## src/rtl/lef_defs.svh

```systemverilog
`ifndef LEF_DEFS_SVH
`define LEF_DEFS_SVH

// ************************************************************
// Register offsets
// ************************************************************
`define LEF_OFS_IRQ_CTRL 8'h02
`define LEF_OFS_MASK 8'h03
`define LEF_OFS_FLAGS 8'h04
`define LEF_OFS_HOOK 8'h05
`define LEF_OFS_LINE_CFG 8'h06
`define LEF_OFS_STATUS 8'h13

// ************************************************************
// Field positions
// ************************************************************
`define LEF_BIT_RING 7
`define LEF_BIT_RX_OVL 6
`define LEF_BIT_FRAME 5
`define LEF_BIT_BILLING 4
`define LEF_BIT_DROPOUT 3
`define LEF_BIT_LOOP_MAX 2
`define LEF_BIT_POLARITY 0
`define LEF_BIT_GLOBAL_EN 7
`define LEF_BIT_IRQ_POL 6
`define LEF_BIT_EDGE_MODE 2
`define LEF_BIT_RING_NEG 6
`define LEF_BIT_RING_POS 5
`define LEF_BIT_CID_MON 3
`define LEF_BIT_RING_ACT 2
`define LEF_BIT_HOOK 0
`define LEF_BIT_PDL 4
`define LEF_BIT_FULL_WAVE 1
`define LEF_BIT_PIN_EN 0
`define LEF_BIT_ST_OVL 2
`define LEF_BIT_ST_OVC 1
`define LEF_BIT_ST_DROP 0
`define LEF_FLAG_VALID 8'hFD

// ************************************************************
// Reset values and timing
// ************************************************************
`define LEF_RST_BYTE 8'h00
`define LEF_RING_HOLD_S 5
`define LEF_CLK_HZ 25000000
`define LEF_RING_HOLD_CYC (`LEF_RING_HOLD_S * `LEF_CLK_HZ)

`endif

```

## src/rtl/lef_pkg.sv

```systemverilog
package lef_pkg;

  typedef logic [7:0] lef_byte_type;

  typedef enum logic [0:0] {
    LEF_EDGE_START = 1'b0,
    LEF_EDGE_BOTH = 1'b1
  } lef_edge_mode_type;

endpackage : lef_pkg

```

## src/rtl/lef_top.sv

```systemverilog
// The implementer's own choice: the address-and-strobe port.
`timescale 1ns/100ps
`include "lef_defs.svh"

module lef_top
  import lef_pkg::*;
#(
  parameter bit HAS_LVM = 1'b1,
  parameter int CNT_W = 27,
  parameter logic [CNT_W-1:0] RING_HOLD_CYC =
    CNT_W'(`LEF_RING_HOLD_CYC)
) (
  input wire logic core_clk, // System clock
  input wire logic rst_n, // Async reset, active low
  input wire logic [7:0] addr, // Register address
  input wire logic [7:0] wr_data, // Write data
  input wire logic wr_en, // Write strobe
  input wire logic rd_en, // Read strobe
  output logic [7:0] rd_data, // Read data, cycle after strobe
  input wire logic ring_pos_det, // Positive ring level
  input wire logic ring_neg_det, // Negative ring level
  input wire logic rx_overload_det, // Receive overload event
  input wire logic frame_lock, // Link in frame lock
  input wire logic billing_tone_det, // Billing tone event
  input wire logic supply_dropout_det, // Line supply collapsed
  input wire logic [4:0] loop_current_level, // Loop current level
  input wire logic [7:0] line_voltage_level, // Line voltage level
  input wire logic overcurrent_det, // Overcurrent status level
  input wire logic hook_pin, // Off-hook pin
  output logic irq_pin, // Request pin, programmable level
  output logic off_hook, // Line off-hook
  output logic caller_id_monitor, // On-hook monitor mode
  output logic line_side_powerdown // Line side in low power
);

  // ************************************************************
  // Register bus decode
  // ************************************************************
  function automatic logic hit(input logic [7:0] a, input logic [7:0] ofs);
    hit = (a == ofs);
  endfunction : hit

  wire logic wr_ctrl = wr_en && hit(addr, `LEF_OFS_IRQ_CTRL);
  wire logic wr_mask = wr_en && hit(addr, `LEF_OFS_MASK);
  wire logic wr_flags = wr_en && hit(addr, `LEF_OFS_FLAGS);
  wire logic wr_hook = wr_en && hit(addr, `LEF_OFS_HOOK);
  wire logic wr_cfg = wr_en && hit(addr, `LEF_OFS_LINE_CFG);

  lef_byte_type flags_q, flags_d, mask_q;
  logic global_en_q, irq_pol_q;
  lef_edge_mode_type edge_mode_q;
  logic cid_mon_q, hook_ctl_q, pdl_q, full_wave_q, pin_en_q;
  logic ovl_status_q, ring_active_q, ring_active_d;
  logic burst_prev_q, lv7_prev_q, lv7_primed_q;
  logic [CNT_W-1:0] hold_cnt_q, hold_cnt_d;
  logic irq_q, off_hook_q, rd_q;
  lef_byte_type rd_data_q;

  // ************************************************************
  // Event detection
  // ************************************************************
  wire logic burst = ring_pos_det || ring_neg_det;
  wire logic ring_start = burst && !burst_prev_q;
  wire logic ring_end = !burst && burst_prev_q;
  wire logic loop_max = &loop_current_level;
  // Monitoring-less variants never see a polarity change
  // No history at first sample after reset, so no false flip
  wire logic pol_flip = HAS_LVM && lv7_primed_q &&
    (line_voltage_level[7] != lv7_prev_q);

  lef_byte_type flag_set;
  assign flag_set[`LEF_BIT_RING] = ring_start ||
    (ring_end && edge_mode_q == LEF_EDGE_BOTH);
  assign flag_set[`LEF_BIT_RX_OVL] = rx_overload_det;
  assign flag_set[`LEF_BIT_FRAME] = !frame_lock;
  assign flag_set[`LEF_BIT_BILLING] = billing_tone_det;
  assign flag_set[`LEF_BIT_DROPOUT] = supply_dropout_det;
  assign flag_set[`LEF_BIT_LOOP_MAX] = loop_max;
  assign flag_set[1] = 1'b0;
  assign flag_set[`LEF_BIT_POLARITY] = pol_flip;

  // Only a written 0 clears; a written 1 is ignored
  wire lef_byte_type flag_clr =
    wr_flags ? (~wr_data & `LEF_FLAG_VALID) : `LEF_RST_BYTE;
  // Set beats clear so no event is lost
  assign flags_d = ((flags_q & ~flag_clr) | flag_set) &
    `LEF_FLAG_VALID;
  wire logic ovl_clr = flag_clr[`LEF_BIT_RX_OVL];

  // ************************************************************
  // Ring active and hook
  // ************************************************************
  wire logic ring_act_set = ring_pos_det ||
    (full_wave_q && ring_neg_det);
  wire logic off_hook_d = hook_ctl_q || (pin_en_q && hook_pin);

  always_comb begin
    hold_cnt_d = hold_cnt_q;
    ring_active_d = ring_active_q;
    if (off_hook_q) begin
      hold_cnt_d = '0;
      ring_active_d = 1'b0;
    end else if (ring_act_set) begin
      hold_cnt_d = RING_HOLD_CYC;
      ring_active_d = 1'b1;
    end else if (hold_cnt_q != '0) begin
      hold_cnt_d = hold_cnt_q - CNT_W'(1);
      if (hold_cnt_q == CNT_W'(1)) begin
        ring_active_d = 1'b0;
      end
    end
  end

  // ************************************************************
  // Request pin
  // ************************************************************
  wire logic irq_act = global_en_q && |(flags_q & mask_q);
  wire logic irq_d = irq_pol_q ? irq_act : !irq_act;

  // ************************************************************
  // Read mux
  // ************************************************************
  lef_byte_type rd_mux;
  always_comb begin
    rd_mux = `LEF_RST_BYTE;
    unique case (addr)
      `LEF_OFS_IRQ_CTRL: begin
        rd_mux[`LEF_BIT_GLOBAL_EN] = global_en_q;
        rd_mux[`LEF_BIT_IRQ_POL] = irq_pol_q;
        rd_mux[`LEF_BIT_EDGE_MODE] = edge_mode_q;
      end
      `LEF_OFS_MASK: rd_mux = mask_q;
      `LEF_OFS_FLAGS: rd_mux = flags_q;
      `LEF_OFS_HOOK: begin
        rd_mux[`LEF_BIT_RING_NEG] = ring_neg_det;
        rd_mux[`LEF_BIT_RING_POS] = ring_pos_det;
        rd_mux[`LEF_BIT_CID_MON] = cid_mon_q;
        rd_mux[`LEF_BIT_RING_ACT] = ring_active_q;
        rd_mux[`LEF_BIT_HOOK] = hook_ctl_q;
      end
      `LEF_OFS_LINE_CFG: begin
        rd_mux[`LEF_BIT_PDL] = pdl_q;
        rd_mux[`LEF_BIT_FULL_WAVE] = full_wave_q;
        rd_mux[`LEF_BIT_PIN_EN] = pin_en_q;
      end
      `LEF_OFS_STATUS: begin
        rd_mux[`LEF_BIT_ST_OVL] = ovl_status_q;
        rd_mux[`LEF_BIT_ST_OVC] = overcurrent_det;
        rd_mux[`LEF_BIT_ST_DROP] = supply_dropout_det;
      end
      default: rd_mux = `LEF_RST_BYTE;
    endcase
  end

  // ************************************************************
  // Registers
  // ************************************************************
  always_ff @(posedge core_clk or negedge rst_n) begin
    if (!rst_n) begin
      global_en_q <= 1'b0;
      irq_pol_q <= 1'b0;
      edge_mode_q <= LEF_EDGE_START;
      mask_q <= `LEF_RST_BYTE;
    end else if (wr_ctrl) begin
      global_en_q <= wr_data[`LEF_BIT_GLOBAL_EN];
      irq_pol_q <= wr_data[`LEF_BIT_IRQ_POL];
      edge_mode_q <= lef_edge_mode_type'(wr_data[`LEF_BIT_EDGE_MODE]);
    end else if (wr_mask) begin
      mask_q <= wr_data & `LEF_FLAG_VALID;
    end
  end

  always_ff @(posedge core_clk or negedge rst_n) begin
    if (!rst_n) begin
      cid_mon_q <= 1'b0;
      hook_ctl_q <= 1'b0;
      pdl_q <= 1'b0;
      full_wave_q <= 1'b0;
      pin_en_q <= 1'b0;
    end else if (wr_hook) begin
      cid_mon_q <= wr_data[`LEF_BIT_CID_MON];
      hook_ctl_q <= wr_data[`LEF_BIT_HOOK];
    end else if (wr_cfg) begin
      pdl_q <= wr_data[`LEF_BIT_PDL];
      full_wave_q <= wr_data[`LEF_BIT_FULL_WAVE];
      pin_en_q <= wr_data[`LEF_BIT_PIN_EN];
    end
  end

  always_ff @(posedge core_clk or negedge rst_n) begin
    if (!rst_n) begin
      flags_q <= `LEF_RST_BYTE;
      ovl_status_q <= 1'b0;
      burst_prev_q <= 1'b0;
      lv7_prev_q <= 1'b0;
      lv7_primed_q <= 1'b0;
      hold_cnt_q <= '0;
      ring_active_q <= 1'b0;
    end else begin
      flags_q <= flags_d;
      ovl_status_q <= rx_overload_det || (ovl_status_q && !ovl_clr);
      burst_prev_q <= burst;
      lv7_prev_q <= line_voltage_level[7];
      lv7_primed_q <= 1'b1;
      hold_cnt_q <= hold_cnt_d;
      ring_active_q <= ring_active_d;
    end
  end

  // Idle request pin is high while polarity resets to active low
  always_ff @(posedge core_clk or negedge rst_n) begin
    if (!rst_n) begin
      irq_q <= 1'b1;
      off_hook_q <= 1'b0;
      rd_q <= 1'b0;
      rd_data_q <= `LEF_RST_BYTE;
    end else begin
      irq_q <= irq_d;
      off_hook_q <= off_hook_d;
      rd_q <= rd_en;
      rd_data_q <= rd_en ? rd_mux : `LEF_RST_BYTE;
    end
  end

  assign rd_data = rd_data_q;
  assign irq_pin = irq_q;
  assign off_hook = off_hook_q;
  assign caller_id_monitor = cid_mon_q;
  assign line_side_powerdown = pdl_q;
endmodule : lef_top

```

## config.mk

```make
export PLATFORM = sky130hd
export DESIGN_NAME = lef_top
export DESIGN_NICKNAME = d
export VERILOG_FILES = /design/src/rtl/lef_pkg.sv /design/src/rtl/lef_top.sv
export VERILOG_INCLUDE_DIRS = /design/src /design/src/rtl
export SDC_FILE = /design/constraint.sdc
export NUM_CORES = 1
export LEC_CHECK = 0
export BUFFER_PORTS_ARGS = -buffer_cell sky130_fd_sc_hd__buf_2
export CORE_MARGIN = 2
export CORE_UTILIZATION = 40
export DETAILED_ROUTE_END_ITERATION = 6
export GPL_ROUTABILITY_DRIVEN = 0
export SLEW_MARGIN = 0
export SYNTH_ARGS = -nofsm -noshare
export SYNTH_HDL_FRONTEND = slang
export SYNTH_SLANG_ARGS = --single-unit
```

## constraint.sdc

```tcl
create_clock -name core_clk -period 3.32 [get_ports core_clk]
set_input_delay 0 -clock core_clk [delete_from_list [all_inputs] [get_ports core_clk]]
set_output_delay 0 -clock core_clk [all_outputs]
set_load 0.1 [all_outputs]
```

; Word level (Yosys, flattened, before mapping)
; Cells that the tools add are included.
[op_classes]
addsub = 1
div = 0
bitwise = 7
shifts = 0
n_mux = 18
eq_ne = 8
magnitude_cmp = 0
mul = 0
reduce_logical = 31
[op_table]
columns = cell, count
row1 = 27-bit 2-to-1 mux, 3
row2 = "27-bit by 1-bit == test with 1-bit output, second input constant", 1
row3 = 27-bit nonzero test, 1
row4 = "27-bit by 1-bit subtractor with 27-bit output, second input constant", 1
row5 = "8-bit by 3-bit == test with 1-bit output, second input constant", 3
row6 = 8-bit bitwise AND, 2
row7 = "8-bit by 2-bit == test with 1-bit output, second input constant", 2
row8 = 8-bit 2-to-1 mux, 2
row9 = 8-bit inverter, 2
row10 = 1-bit logical AND, 13
row11 = 1-bit one-hot mux with 3 select lines, 4
row12 = 1-bit one-hot mux with 5 select lines, 2
row13 = "8-bit by 5-bit == test with 1-bit output, second input constant", 1
row14 = 8-bit bitwise OR, 1
row15 = 8-bit OR reduction, 1
row16 = 2-bit AND reduction, 3
row17 = 3-bit nonzero test, 2
row18 = 1-bit logical NOT, 5
row19 = 1-bit logical OR, 5
row20 = 1-bit 2-to-1 mux, 5
row21 = 5-bit AND reduction, 1
row22 = 1-bit one-hot mux with 4 select lines, 1
row23 = 1-bit inverter, 2
row24 = 1-bit one-hot mux with 2 select lines, 1
row25 = 1-bit inequality test, 1
[word_totals]
ram_bits = 0
input_bits = 41
romBits = 0
n_memories = 0
reg_bits = 64
out_inout_bits = 12
word_cells = 84
latch_bits = 0

; Depth between registers and ports, before layout
[depth]
word_depth = 6
ltp_mapped = 8

; Least setup slack after synthesis
; OpenSTA, ideal clock, no wires.
[synth_timing]
kind = register -> register
startpoint = reg hold_cnt_q[0]
endpoint = reg hold_cnt_q[15]
setup_slack_ns = 0.966
path_stages_with_launch = 8
t_required_ns = 3.242
setup_ns = 0.078
arrival_ns = 2.276
path_cell_list = dfrtp_1 -> inv_1 -> ha_1 -> or3b_2 -> nor3_1 -> a31oi_1 -> a31o_2 -> a21oi_1
[synth_via]
elab_chain_cells = 4
elab_cells_between_ends = 6
cone_classes = add/sub (1) / mux (3) / reduce/logical (2)
[synth_lines]
columns = item, line_no
row1 = "start, declared", lef_top.sv:55  ; logic [CNT_W-1:0] hold_cnt_q, hold_cnt_d;
row2 = "start signal, assigned", lef_top.sv:205  ; hold_cnt_q <= hold_cnt_d;
row3 = 27-bit by 1-bit subtractor with 27-bit output, lef_top.sv:107  ; hold_cnt_d = hold_cnt_q - CNT_W'(1);
row4 = 27-bit 2-to-1 mux, lef_top.sv:106  ; end else if (hold_cnt_q != '0) begin
row5 = 27-bit 2-to-1 mux, lef_top.sv:103  ; end else if (ring_act_set) begin
row6 = 27-bit 2-to-1 mux, lef_top.sv:100  ; if (off_hook_q) begin
; Several ways; a longest one is shown, not always the timed one. The select of a mux whose other input is x is not followed.
; A chain may end at the register's enable or synchronous reset.

; Worst setup path after layout
[layout_timing]
startpoint = reg hold_cnt_q[13]
endpoint = reg ring_active_q
[layout_via]
elab_chain_cells = 3
elab_cells_between_ends = 5
cone_classes = eq/ne (1) / reduce/logical (4)
[layout_lines]
columns = item, line_no
row1 = 27-bit by 1-bit == test with 1-bit output or 27-bit nonzero test (tied branches), "lef_top.sv:108, lef_top.sv:106"
row2 = 3-bit nonzero test (no line), --
row3 = 2-bit AND reduction (no line) *, --
row4 = "end signal, assigned", lef_top.sv:206  ; ring_active_q <= ring_active_d;
row5 = "end, declared", lef_top.sv:53  ; logic ovl_status_q, ring_active_q, ring_active_d;
; Every way passes the cells marked *; elsewhere a longest branch is shown, timed or not.

==> impl_metrics.py <==
metrics = {
    "clock_tree": {
        "clk_pin_slew_ps": 70,
        "postCtsSetupRepairBufs": 0,
        "cts_tree": "built",
        "htreeDepth": 3,
        "clockRootBuffer": "clkbuf_8",
        "cts_buffer_depth": 2,
        "clk-insertion-delay-late_ps": 340,
        "clock-sinks": 64,
        "cts_buffers": 9,
    },
    "detailed_routing": {
        "drcViolationCount": 0,
        "drt-total-wl_um": 7670,
        "initialDrtViolationCount": 91,
        "via_count": 2681,
        "antenna_left": 0,
        "wl_per_cell_um": 15.6,
        "drt-pass1-iter-count": 4,
        "vias_per_cell": 5.46,
    },
    "place": {
        "hpwl_um": 5420,
        "dpl.cell_count": 449,
        "place_area_um2": 3540,
        "port_buffers": 45,
        "place_ws_ps": 890,
    },
    "synthesis": {
        "syn_nets": 349,
        "synth_cell_types": 50,
        "synth_edf_count": 0,
        "ys.warnings.count": 0,
        "yosys_most_used_dff": "dfrtp_1",
        "ys_seq_elements": 64,
        "synthArstFlopShare_pct": 100,
        "synth-seq-area-share_pct": 50.3,
        "syn-cell-area_um2": 3190,
        "synth_cells": 306,
        "synth.avg_cell_area_um2": 10.4,
    },
    "critical_path": {
        "critPathCaptureType": "flop",
        "crit_type": "reg -> reg",
        "critPathRequiredTime_ps": 3520,
        "cp.arrival_ps": 2650,
        "r2r_start": "hold_cnt_q[13]",
        "startpoint_type": "flop",
        "crit_fanout": 6,
        "startpoint": "hold_cnt_q[13]",
    },
    "sta": {
        "period_minus_slack_ps": 2450,
        "slew_violations": 0,
        "fin_hold_ws_ps": 27.3,
        "setup_slack_ps": 873,
        "max_clock_freq_mhz": 409,
        "tns_ps": 0,
        "tightestPinTransition_ps": 905,
        "hold_viol": 0,
        "fin_skew_ps": 12.3,
        "rsz0062_at_grt": "false",
        "slew_headroom_pct": 39.7,
        "setup_viol": 0,
        "period_share_pct": 73.7,
    },
    "global_route": {
        "antenna_found_initial": 0,
        "grt_first_pass_wirelength_um": 13200,
        "grt_max_degree": 42,
        "grt-ovfl-total": 0,
        "grt_pass1_vias": 2731,
        "grt_util_all_layers_pct": 19.5,
    },
    "pwr": {
        "ir_worst_vdd_v": 0.000308,
        "internal_power_mw": 1.40,
        "p_clk_share_pct": 38.3,
        "power.net_switching_mw": 0.546,
        "p_seq_share_pct": 46.0,
        "pwr-share-comb_pct": 15.7,
        "cellLeakagePower_nw": 1.71,
        "switching_share_pct": 28.0,
        "finalPower_mw": 1.95,
        "p_per_area_nw_per_um2": 485,
    },
    "cells_and_area": {
        "nNetsFinal": 427,
        "final_cell_mix": "dfrtp_1, buf_2, dlygate4sd3_1",
        "final_common_cell": "dfrtp_1",
        "stdcell_area_um2": 4020,
        "antenna_cells": 0,
        "layout-drive-gt1-share_pct": 27.2,
        "fin_util_pct": 52.1,
        "syn_to_final_growth_pct": 26.2,
        "layout.cells.non_filler": 491,
    },
    "floorplan": {
        "fp-row-count": 32,
        "core_um2": 7730,
        "die_area_um2": 8700,
        "die_height_um": 93.3,
        "die_x_um": 93.3,
        "initial_core_util_pct": 41.3,
        "ioPinCount": 53,
    },
    "worst_hold_path": {
        "worstHoldPathType": "in -> reg",
        "min-delay-start": "addr[4]",
    },
    "status": {
        "outcome": "finished, final reports clean",
    },
    "flow_run": {
        "maxCapViolCount": 0,
    },
}
-- kinds of logic after synthesis --
| logic type | Yosys count | synth area share (%) |
|---|---|---|
| AO/OA/AOI/OAI | 69 | 14.5 |
| AND/OR/NAND/NOR | 115 | 20.5 |
| XOR/XNOR | 11 | 3.02 |
| buffers and inverters | 20 | 2.43 |
| flip-flops | 64 | 50.3 |
| adder cells (fa/ha/maj) | 2 | 0.784 |
| multiplexers | 24 | 8.36 |
| other | 1 | 0.118 |
-- synthesized netlist by cell type (all sizes together), types with 2 or more instances --
cell	n	area [um2]
a311oi	2	17.5
or3	8	60.1
nand3	11	55.1
ha	2	25.0
o41ai	2	25.0
nor2	24	90.1
mux2	21	236
clkbuf	7	26.3
a31o	5	43.8
xnor2	5	43.8
nor2b	3	18.8
or3b	2	17.5
nand2b	8	50.1
inv	11	41.3
nand3b	2	15.0
dfrtp	63	1580
xor2	6	52.6
a41o	2	20.0
and3	2	12.5
or4	8	67.6
nor3	13	75.1
a32oi	2	17.5
o21ai	12	60.1
a21o	3	22.5
a21oi	18	93.8
buf	2	10.0
a22oi	3	22.5
a221oi	2	17.5
nor3b	3	27.5
o31ai	3	22.5
a31oi	12	75.1
mux2i	3	30.0
nand4	4	25.0
nand2	18	67.6
nand4b	3	26.3
nor4	4	31.3
-- power by group through the flow --
| stage | Clock [mW] | Sequential, mW | Combinational [mW] |
|---|---|---|---|
| global route | 0.804 | 0.907 | 0.343 |
| CTS | 0.764 | 0.897 | 0.309 |
| finish | 0.747 | 0.897 | 0.306 |
| floorplan | 0 | 0.923 | 0.170 |
| detailed placement | 0 | 0.912 | 0.286 |
| global placement | 0 | 0.909 | 0.281 |
-- flip-flops by register name (all words and copies together) (netlist names), 7 cells and up --
register / flops
hold_cnt_q: 27
rd_data: 8
flags_q: 7
mask_q: 7
-- final cells by class --
class / count / area [um2]
Timing Repair Buffer: 76 / 523
Multi-Input combinational cell: 222 / 1510
Fill cell: 727 / 3700
Sequential cell: 64 / 1600
Clock buffer: 10 / 138
Clock inverter: 6 / 82.6
Inverter: 11 / 41.3
Tap cell: 102 / 128
-- metal layers --
metal,GRT usage (%),share of wire [%],vias up,routed length [um]
met5,0,0,-,0
met4,5.15,1.1,0,86
met3,5.88,4.5,10,347
met2,33.7,51,61,3880
met1,23.6,44,1319,3350
li1,-,-,1291,-
-- critical path, stage by stage (launching register included) --
cell,delay (ps)
dfrtp_1,410
or4_1,670
or3_1,450
or3_4,390
o41ai_2,270
a21oi_1,110
-- repair_timing --
item                      4_1_cts  5_1_grt
hold buffers                   26        0
hold endpoints to repair       69        0
resized for setup               0        0
-- worst paths after layout --
check                                 to  slack (ps)  cells past startpoint
max reg2reg                ring_active_q         870                      5
max in group asynchronous        irq_pin        2100                      3
min                           rd_data[1]          30                      3
min reg2reg                      irq_pin         440                      1
max                        ring_active_q         870                      5
min in group asynchronous  hold_cnt_q[2]         330                      2
Note: power is estimated with default switching activity, not from simulation.
